`src/hw/srp_pkg.sv`:
```
// Purpose: shared constants and types of the serial register port
// Assumes: 25 MHz system clock, host serial clock far slower
// Notes:   register map holds 32 byte-wide configuration slots
package srp_pkg;

	// register map geometry
	localparam int          SRP_ADDR_W       = 5;
	localparam int          SRP_NUM_REGS     = 32;
	localparam logic [7:0]  SRP_REG_RESET    = 8'h00;
	// reserved slot that reads as zero and ignores writes
	localparam logic [4:0]  SRP_RSVD_1E_ADDR = 5'h1E;
	localparam logic [7:0]  SRP_RSVD_1E_VAL  = 8'h00;
	// mode register holding the four-wire select bit
	localparam logic [4:0]  SRP_MODE_ADDR    = 5'h05;
	localparam int          SRP_FOUR_WIRE_B  = 6;

	// instruction byte fields
	localparam int          SRP_RW_B         = 7;
	localparam int          SRP_CNT_HI       = 6;
	localparam int          SRP_CNT_LO       = 5;
	localparam int          SRP_ADDR_HI      = 4;
	localparam logic [2:0]  SRP_LAST_BIT     = 3'h7;
	localparam logic [2:0]  SRP_BIT_ZERO     = 3'h0;
	localparam logic [2:0]  SRP_BIT_ONE      = 3'h1;
	localparam logic [1:0]  SRP_CNT_ZERO     = 2'h0;
	localparam logic [1:0]  SRP_CNT_ONE      = 2'h1;
	localparam logic [4:0]  SRP_ADDR_ONE     = 5'h01;

	// link timing
	localparam int          SRP_CLK_MHZ      = 25;
	localparam int          SRP_SCLK_NS      = 320;
	localparam int          SRP_SCLK_CYC     = (SRP_SCLK_NS * SRP_CLK_MHZ) / 1000;

	// port sequencer states
	typedef enum logic [3:0] {
		SRP_WAIT  = 4'h1,
		SRP_INSTR = 4'h2,
		SRP_DATA  = 4'h4,
		SRP_DONE  = 4'h8
	} srp_state_type;

	// pin drive bundle toward the pads
	typedef struct packed {
		logic sdio_out;
		logic sdio_oe_n;
		logic ser_data_out;
		logic sdo_oe_n;
	} srp_pins_type;

	// synchronised link view
	typedef struct packed {
		logic sclk_rise;
		logic sclk_fall;
		logic frame_n;
		logic data;
	} srp_link_type;

	typedef logic [SRP_NUM_REGS-1:0][7:0] srp_regs_type;

endpackage

```
`src/hw/srp_pin_sync.sv`:
```
// Purpose: bring serial pins into the system clock and find clock edges
// Assumes: pins are asynchronous to clk
// Notes:   edge detection reads only second and third stages
`timescale 1ns/10ps
module srp_pin_sync (
	// clock and reset
	input  wire logic                  clk,
	input  wire logic                  rst,
	input  wire logic                  ce,
	// raw pins
	input  wire logic                  sclk,
	input  wire logic                  frame_enable_n,
	input  wire logic                  sdio_in,
	// synchronised view
	output srp_pkg::srp_link_type      link
);
	import srp_pkg::*;

	logic [2:0] meta;
	logic [2:0] stable;
	logic       sclk_prev;
	logic [2:0] next_meta;
	logic [2:0] next_stable;
	logic       next_sclk_prev;

	// two stages per pin, plus previous clock level
	always_comb begin
		next_meta      = {sclk, frame_enable_n, sdio_in};
		next_stable    = meta;
		next_sclk_prev = stable[2];
	end

	always_ff @(posedge clk or posedge rst) begin
		if (rst) begin
			meta      <= 3'h2;
			stable    <= 3'h2;
			sclk_prev <= 1'b0;
		end else if (ce) begin
			meta      <= next_meta;
			stable    <= next_stable;
			sclk_prev <= next_sclk_prev;
		end
	end

	// edges of the host clock
	assign link = '{sclk_rise: stable[2] & ~sclk_prev, sclk_fall: ~stable[2] & sclk_prev,
		frame_n: stable[1], data: stable[0]};

endmodule

```
`src/hw/srp_port.sv`:
```
// Purpose: serial slave port giving the host access to all config registers but the reserved slot 1E
// Assumes: host serial clock at most clk/8, pins two-way via oe_n
// Notes:   output enables are low while this block drives the pin
`timescale 1ns/10ps
module srp_port (
	// clock and reset
	input  wire logic                  clk,
	input  wire logic                  rst,
	input  wire logic                  ce,
	// serial pins
	input  wire logic                  sclk,
	input  wire logic                  frame_enable_n,
	input  wire logic                  sdio_in,
	output logic                       sdio_out,
	output logic                       sdio_oe_n,
	output logic                       ser_data_out,
	output logic                       sdo_oe_n,
	// register contents toward the converter
	output srp_pkg::srp_regs_type      cfg_regs,
	output logic                       four_wire_select
);
	import srp_pkg::*;

	srp_link_type  link;
	srp_state_type state, next_state;
	srp_regs_type  regs, next_regs;
	srp_pins_type  pins, next_pins;
	logic [7:0]    shift, next_shift;
	logic [7:0]    tx, next_tx;
	logic [2:0]    bit_cnt, next_bit_cnt;
	logic [1:0]    left, next_left;
	logic [4:0]    addr, next_addr;
	logic          rw, next_rw;
	logic [7:0]    shifted;

	// read view of one slot, reserved slot reads fixed
	function automatic logic [7:0] reg_read(srp_regs_type r, logic [4:0] a);
		if (a == SRP_RSVD_1E_ADDR) begin
			return SRP_RSVD_1E_VAL;
		end else begin
			return r[a];
		end
	endfunction

	srp_pin_sync u_sync (
		.clk            (clk),
		.rst            (rst),
		.ce             (ce),
		.sclk           (sclk),
		.frame_enable_n (frame_enable_n),
		.sdio_in        (sdio_in),
		.link           (link)
	);

	assign shifted = {shift[6:0], link.data}; // msb first

	// sequencer, register file and pin drive next values
	always_comb begin
		next_state   = state;
		next_regs    = regs;
		next_pins    = pins;
		next_shift   = shift;
		next_tx      = tx;
		next_bit_cnt = bit_cnt;
		next_left    = left;
		next_addr    = addr;
		next_rw      = rw;
		if (link.frame_n) begin
			// frame over or aborted: drop partial byte, release pins
			next_state   = SRP_WAIT;
			next_bit_cnt = SRP_BIT_ZERO;
			next_shift   = 8'h00;
			next_pins    = '{sdio_out: 1'b0, sdio_oe_n: 1'b1,
				ser_data_out: 1'b0, sdo_oe_n: 1'b1};
		end else begin
			case (state)
				SRP_WAIT: begin
					next_state = SRP_INSTR; // first byte is instruction
				end
				SRP_INSTR: begin
					if (link.sclk_rise) begin
						next_shift   = shifted; // sample on rise
						next_bit_cnt = bit_cnt + SRP_BIT_ONE;
						if (bit_cnt == SRP_LAST_BIT) begin
							// decode direction, count, start address
							next_rw    = shifted[SRP_RW_B];
							next_left  = shifted[SRP_CNT_HI:SRP_CNT_LO];
							next_addr  = shifted[SRP_ADDR_HI:0];
							next_tx    = reg_read(regs, shifted[SRP_ADDR_HI:0]);
							next_state = SRP_DATA;
						end
					end
				end
				SRP_DATA: begin
					if (link.sclk_rise) begin
						next_shift   = shifted;
						next_bit_cnt = bit_cnt + SRP_BIT_ONE;
						if (bit_cnt == SRP_LAST_BIT) begin
							if (!rw && addr != SRP_RSVD_1E_ADDR) begin
								next_regs[addr] = shifted; // write access
							end
							if (left == SRP_CNT_ZERO) begin
								next_state = SRP_DONE;
							end else begin
								// next byte goes one register lower
								next_left = left - SRP_CNT_ONE;
								next_addr = addr - SRP_ADDR_ONE;
								next_tx   = reg_read(regs, addr - SRP_ADDR_ONE);
							end
						end
					end else if (link.sclk_fall && rw) begin
						// launch on fall, pin chosen by mode
						next_tx = {tx[6:0], 1'b0};
						next_pins.sdio_out     = tx[7];
						next_pins.ser_data_out = tx[7];
						next_pins.sdio_oe_n    = four_wire_select;
						next_pins.sdo_oe_n     = ~four_wire_select;
					end
				end
				SRP_DONE: begin
					if (link.sclk_fall && rw) begin
						// final fall: hold the line low until frame ends
						next_pins.sdio_out     = 1'b0;
						next_pins.ser_data_out = 1'b0;
					end
				end
				default: begin
					next_state = SRP_WAIT;
				end
			endcase
		end
	end

	always_ff @(posedge clk or posedge rst) begin
		if (rst) begin
			state   <= SRP_WAIT;
			regs    <= {SRP_NUM_REGS{SRP_REG_RESET}};
			pins    <= '{sdio_out: 1'b0, sdio_oe_n: 1'b1,
				ser_data_out: 1'b0, sdo_oe_n: 1'b1};
			shift   <= 8'h00;
			tx      <= 8'h00;
			bit_cnt <= SRP_BIT_ZERO;
			left    <= SRP_CNT_ZERO;
			addr    <= 5'h00;
			rw      <= 1'b0;
		end else if (ce) begin
			state   <= next_state;
			regs    <= next_regs;
			pins    <= next_pins;
			shift   <= next_shift;
			tx      <= next_tx;
			bit_cnt <= next_bit_cnt;
			left    <= next_left;
			addr    <= next_addr;
			rw      <= next_rw;
		end
	end

	// outputs straight from flops
	assign sdio_out         = pins.sdio_out;
	assign sdio_oe_n        = pins.sdio_oe_n;
	assign ser_data_out     = pins.ser_data_out;
	assign sdo_oe_n         = pins.sdo_oe_n;
	assign cfg_regs         = regs;
	assign four_wire_select = regs[SRP_MODE_ADDR][SRP_FOUR_WIRE_B];

	// checks
	chk_one_driver: assert property (@(posedge clk) disable iff (rst)
		!(!sdio_oe_n && !sdo_oe_n)) else $error("both data pins driven");
	chk_three_pin_out: assert property (@(posedge clk) disable iff (rst)
		ce && !four_wire_select && link.sclk_fall && rw && state == SRP_DATA
		&& !link.frame_n |=> !sdio_oe_n && sdo_oe_n) else $error("three-pin read misrouted");
	chk_four_pin_out: assert property (@(posedge clk) disable iff (rst)
		ce && four_wire_select && link.sclk_fall && rw && state == SRP_DATA
		&& !link.frame_n |=> sdio_oe_n && !sdo_oe_n) else $error("four-pin read misrouted");
	chk_instr_quiet: assert property (@(posedge clk) disable iff (rst)
		state == SRP_INSTR |-> sdio_oe_n && sdo_oe_n) else $error("drive during instruction");
	chk_done_low: assert property (@(posedge clk) disable iff (rst)
		ce && state == SRP_DONE && link.sclk_fall && rw && !link.frame_n
		|=> !sdio_out && !ser_data_out) else $error("tail not low");
	chk_frame_release: assert property (@(posedge clk) disable iff (rst)
		ce && link.frame_n |=> state == SRP_WAIT && bit_cnt == SRP_BIT_ZERO
		&& sdio_oe_n && sdo_oe_n) else $error("abort not cleared");
	chk_write_lands: assert property (@(posedge clk) disable iff (rst)
		ce && state == SRP_DATA && !rw && link.sclk_rise && bit_cnt == SRP_LAST_BIT
		&& !link.frame_n && addr != SRP_RSVD_1E_ADDR |=> regs[$past(addr)] == $past(shifted))
		else $error("write not stored");
	chk_addr_down: assert property (@(posedge clk) disable iff (rst)
		ce && state == SRP_DATA && link.sclk_rise && bit_cnt == SRP_LAST_BIT
		&& left != SRP_CNT_ZERO && !link.frame_n
		|=> addr == $past(addr) - SRP_ADDR_ONE) else $error("address not decremented");
	chk_count_decode: assert property (@(posedge clk) disable iff (rst)
		ce && state == SRP_INSTR && link.sclk_rise && bit_cnt == SRP_LAST_BIT
		&& !link.frame_n |=> left == $past(shifted[SRP_CNT_HI:SRP_CNT_LO])
		&& rw == $past(shifted[SRP_RW_B])) else $error("instruction decode wrong");
	chk_rsvd_zero: assert property (@(posedge clk) disable iff (rst)
		regs[SRP_RSVD_1E_ADDR] == SRP_REG_RESET) else $error("reserved slot written");

	cov_write_four: cover property (@(posedge clk) disable iff (rst)
		state == SRP_DATA && !rw && left == 2'h3);
	cov_read_three: cover property (@(posedge clk) disable iff (rst)
		state == SRP_DONE && rw && !sdio_oe_n);
	cov_read_four: cover property (@(posedge clk) disable iff (rst)
		state == SRP_DONE && rw && !sdo_oe_n);
	cov_abort: cover property (@(posedge clk) disable iff (rst)
		state == SRP_DATA && link.frame_n);

endmodule

```
`config.mk`:
```
export PLATFORM = sky130hd
export DESIGN_NAME = srp_port
export DESIGN_NICKNAME = d
export VERILOG_FILES = /design/src/hw/srp_pkg.sv /design/src/hw/srp_pin_sync.sv /design/src/hw/srp_port.sv
export SDC_FILE = /design/constraint.sdc
export NUM_CORES = 1
export LEC_CHECK = 0
export BUFFER_PORTS_ARGS = -buffer_cell sky130_fd_sc_hd__buf_2
export CAP_MARGIN = 20
export CORE_UTILIZATION = 30
export CTS_CLUSTER_DIAMETER = 80
export DETAILED_ROUTE_END_ITERATION = 12
export SLEW_MARGIN = 10
export SYNTH_ARGS = -nofsm -noshare
export SYNTH_HDL_FRONTEND = slang
export SYNTH_HIERARCHICAL = 1
export SYNTH_SLANG_ARGS = --single-unit
```
`constraint.sdc`:
```
create_clock -name clk -period 23.5 [get_ports clk]
set_clock_uncertainty 0.05 [all_clocks]
set_input_delay 0 -clock clk [delete_from_list [all_inputs] [get_ports clk]]
set_output_delay 0 -clock clk [all_outputs]
set_load 0.02 [all_outputs]
```
# == Word-level counts from Yosys, hierarchy flattened ==
# Index checks and enable logic that the tools add are counted.
# word_totals
ff_bits,297
latchBits,0
ramBits,0
romBits,0
inputBits,6
out_inout_bits,261
word_cells,154
memories,0
# op_classes
add_sub_neg,3
n_mul,0
div,0
order_cmp,4
n_eq_ne,26
n_shift,0
mux,49
bitwise,6
reduce_logical,20
# op_table
operator,n
$bwmux W256,1
$mux W8,11
$bmux W8 S5,2
$demux W8 S5,1
$mux W4,9
$mux W5,5
$ne A3 B2 Y1 const B,8
$mux W7,3
$lt A5 B6 Y1 const B,3
$pmux W4 S4,1
$pmux W8 S2,1
$reduce_and A8 Y1,2
$eq A5 B5 Y1 const B,2
$mux W2,5
$ne A2 B2 Y1 const B,5
$pmux W5 S2,1
$reduce_and A5 Y1,2
$reduce_bool A2 Y1,5
$mux W3,3
$ne A3 B3 Y1 const B,3
$reduce_and A7 Y1,1
$reduce_and A6 Y1,1
$ge A5 B1 Y1 const B,1
$ne A5 B5 Y1 const B,1
other kinds (21),31

# == Longest topological paths before layout ==
# logic_depth
depth_word,8
ltp_mapped,14
mapped_depth_nobuf,8

# == Hierarchy ==
# Netlist, hierarchy kept.
# modules_own_cells
mod,instances,cells_each,area_each_um2,seq_area_each_um2
srp_port,1,1219,15947.8,7235.7
srp_pin_sync,1,20,325.3,177.7

# == Worst setup path after synthesis ==
# OpenSTA, ideal clock, no wires.
# synth_path
path_type,reg2reg
from,register addr[0]
to,register tx[0]
setup_ns,0.128
arrival_ns,2.905
t_required_ns,23.323
path_slack_ns,20.417
path_stages_with_launch,14
path_buffers,5
period_less_slack_ns,3.083
path_cell_list,dfrtp_1 > buf_2 > buf_4 > buf_4 > inv_2 > ha_1 > buf_6 > xnor2_1 > buf_6 > mux4_2 > mux2_2 > a22oi_2 > a2bb2oi_2 > a31oi_1
# synth_between
elab_chain_len,8
elab_cells_between_ends,9
cone_classes,add/sub: 1; eq/ne: 1; mux: 7
# synth_rtl
item,line,source
"start, declared",srp_port.sv:32,"logic [4:0] addr, next_addr;"
"start signal, assigned",srp_port.sv:154,addr <= next_addr;
$sub A5 B1 Y5 *,srp_port.sv:108,"next_tx = reg_read(regs, addr - SRP_ADDR_ONE);"
$bmux W8 S5,srp_port.sv:41,return r[a];
$mux W8 (not written as such),srp_port.sv:41,
$mux W8 *,srp_port.sv:38,if (a == SRP_RSVD_1E_ADDR) begin
$mux W8 *,srp_port.sv:102,if (left == SRP_CNT_ZERO) begin
$mux W8 *,srp_port.sv:98,if (bit_cnt == SRP_LAST_BIT) begin
$mux W8 *,srp_port.sv:95,if (link.sclk_rise) begin
$pmux W8 S2 *,srp_port.sv:76,case (state)
"end signal, assigned",srp_port.sv:151,tx <= next_tx;
"end, declared",srp_port.sv:29,"logic [7:0] tx, next_tx;"
# Mark *: on every way between the ends. The rest lies on a longest branch, timed or not. The select of a mux whose other input is x is not followed.
# A chain may end at the register's enable or synchronous reset.

# == Worst setup path in the final report ==
# Same ends and word-level chain as after synthesis.

==> run_results.csv <==
group,metric,value,unit
die,die_y,235,um
finish,fillers,5221,
power,p_per_area,64.3,nW/um2
detailed_routing,vias,12000,
synth,synth_edf_count,0,
sta,setup_viol,0,
sta,slew_viol_final,0,
detailed_routing,via_per_inst,5.53,
power,total_power,1.24,mW
placement,placed_area,18100,um2
flow_run,maxCapViolCount,0,
hold_path,hold_class,"primary input to async pin",
placement,pre_cts_slack,19.62,ns
synth,syn-mean-instance-area,13.1,um2
finish,layout-area-overhead-vs-synth,18.6,%
setup_path,cp.arrival,4.20,ns
synth,synth_top_cell_area_share,44.7,%
sta,hold_ws,0.193,ns
synth,yosysWarnings,6,
placement,routabilityCongestion,0.888,
synth,async_flop_share,100,%
detailed_routing,initialDrtViolationCount,983,
detailed_routing,post_drt_wl_per_cell,26.7,um
sta,post-route-min-period,3.90,ns
setup_path,cp-end-kind,"flop",
sta,fin_tns_setup,0,ns
synth,synth_area_leaders,"dfrtp_1 (45%), mux2_2 (17%), mux4_2 (13%)",
finish,final_cells,2165,
detailed_routing,dr.pass1.iters,5,
finish,fin_util,36.4,%
sta,max_clock_freq,256,MHz
global_routing,grt_overflow,0,
cts,clock_path_buffers,3,
synth,synth_top_area_cell,"dfrtp_1",
cts,cts_buffers,35,
finish,design_area,19300,um2
cts,cts_tree,"yes",
synth,syn_nets,1253,
power,leakagePower,9.45,nW
cts,clock_latency,0.53,ns
synth,netlist_instances,1239,
sta,rsz0062_at_grt,"no",
synth,synth_flop_cell,"dfrtp_1",
sta,finalHoldViolCount,0,
synth,yosysSeqAreaShare,45.6,%
setup_path,cp.required,23.80,ns
cts,root_buffer,"clkbuf_16",
global_routing,grt_max_degree,156,
sta,timing.final.ws_setup,19.60,ns
synth,ys_ff_latch,296,
cts,clock-sinks,296,
die,start_util,30.7,%
cts,htreeDepth,2,
global_routing,antenna_found_initial,0,
placement,placedCellCount,2096,
sta,period_share,16.6,%
die,die_w,235,um
global_routing,first_global_vias,11900,
finish,multi_input_area,8270,um2
setup_path,cp-start-kind,"flop",
global_routing,grt_pass1_wl,85500,um
finish,antennaDiodeCount,0,
die,io_pins,267,
die,rows,84,
finish,drive_gt1_share,48.9,%
synth,synth_cell_types,63,
sta,worst_pin_slew,1.10,ns
global_routing,grt_usage,20.6,%
detailed_routing,drtAntennaViolNets,0,
setup_path,worstPathMaxFanout,21,
finish,seqCellArea,7420,um2
cts,clk_pin_slew,0.06,ns
detailed_routing,drc_errors,0,
setup_path,critPathKind,"flop to flop",
die,core,53100,um2
placement,portBuffers,266,
finish,nets,1468,
placement,post-dp-hpwl,40800,um
detailed_routing,wl,57900,um
sta,relSlewSlack,26.5,%
run_status,status,"finished clean",
die,die_area,55200,um2
power,ir_worst_vdd,0.0000616,V
synth,syn_area,16300,um2
## Yosys cell counts, types with 3 or more instances
cell type	n
o22ai_1	4
a21o_1	3
a31oi_1	10
a21oi_1	15
inv_1	15
ha_1	8
nor4_1	4
and2_1	10
buf_4	13
nor3_1	10
buf_6	6
nand2_2	24
nand2b_1	9
a211oi_1	20
mux4_2	96
mux2i_1	79
a22oi_1	33
a32oi_1	6
nor2_1	26
nor2b_1	17
mux2_4	7
buf_2	34
o21ai_0	22
o22a_1	3
mux2_1	15
mux2_2	241
nand3_1	31
o21a_1	3
nand2_1	72
xnor2_1	5
dfstp_2	5
clkbuf_1	59
nand4_1	8
dfrtp_1	291
## critical path, cell delays in order (launching register included)
cell	delay (ns)
dfrtp_4	0.64
inv_2	0.20
ha_1	0.41
xnor2_2	0.70
buf_4	0.42
mux4_1	0.59
mux2_2	0.28
a22oi_2	0.19
a2bb2oi_2	0.14
a31oi_1	0.08
## cell type report
cell class	instances	share of cell area (%)
Clock buffer	54	5.49
Clock inverter	6	0.285
Inverter	16	0.350
Multi-Input combinational cell	814	42.9
Sequential cell	296	38.5
Tap cell	688	4.46
Timing Repair Buffer	291	8.05
## per-layer routing
layer | global-route usage [%] | vias to the layer above | part of all wire [%]
met3 | 3.95 | 80 | 6.3
met1 | 28.3 | 6339 | 44
met4 | 5.38 | 0 | 2.3
met5 | 0 | - | 0
met2 | 33.3 | 451 | 48
li1 | - | 5097 | -
## layout by cell type (no fill, tap or decap), drive strengths merged, types with 10 or more instances in the layout
cell	n
nor3	10
o21ai	23
buf	282
dfrtp	291
and2	10
a22oi	34
nand2	96
mux2i	79
nand3	31
a21oi	15
nor2b	17
nor2	28
inv	16
a31oi	10
clkbuf	54
mux4	97
mux2	263
a211oi	20
## power breakdown
group / total, mW / internal (mW) / switching, mW
Combinational: 0.152 / 0.0541 / 0.0979
Sequential: 0.551 / 0.523 / 0.0289
Clock: 0.537 / 0.320 / 0.217
## worst paths after layout
| check | start | to | slack [ns] | cells after the start |
|---|---|---|---|---|
| worst max-delay path | addr[0] | tx[0] | 19.60 | 9 |
| worst min-delay path | rst | cfg_regs[240] | 0.19 | 3 |
| worst max register to register | addr[0] | tx[0] | 19.60 | 9 |
| worst min register to register | cfg_regs[246] | cfg_regs[246] | 0.37 | 0 |
| max in group asynchronous | rst | addr[0] | 21.64 | 4 |
| min in group clk | cfg_regs[246] | cfg_regs[246] | 0.37 | 0 |
## cell families (layout without fill, tap and decap cells)
| family | Yosys count | after routing | synth area share, % |
|---|---|---|---|
| buffers and inverters | 129 | 367 | 3.81 |
| adder cells (fa/ha/maj) | 8 | 8 | 0.615 |
| XOR/XNOR | 6 | 6 | 0.369 |
| AO/OA/AOI/OAI | 136 | 136 | 5.84 |
| AND/OR/NAND/NOR | 225 | 225 | 7.14 |
| flip-flops | 296 | 296 | 45.6 |
| multiplexers | 439 | 439 | 36.7 |
## flip-flops by register name (all words and copies together), names as in the netlist
signal,cells
rw,1
sdio_out,1
left,2
cfg_regs,256
u_sync/stable,3
u_sync/sclk_prev,1
tx,8
sdio_oe_n,1
addr,5
bit_cnt,3
state,4
sdo_oe_n,1
shift,7
u_sync/meta,3
## what timing repair did
action / CTS / global route
hold buffers: 9 / 0
hold endpoints to repair: 151 / 0
gates resized for setup: 0 / 0
buffers inserted: 0 / 0
(Power assumes the default switching activity.)
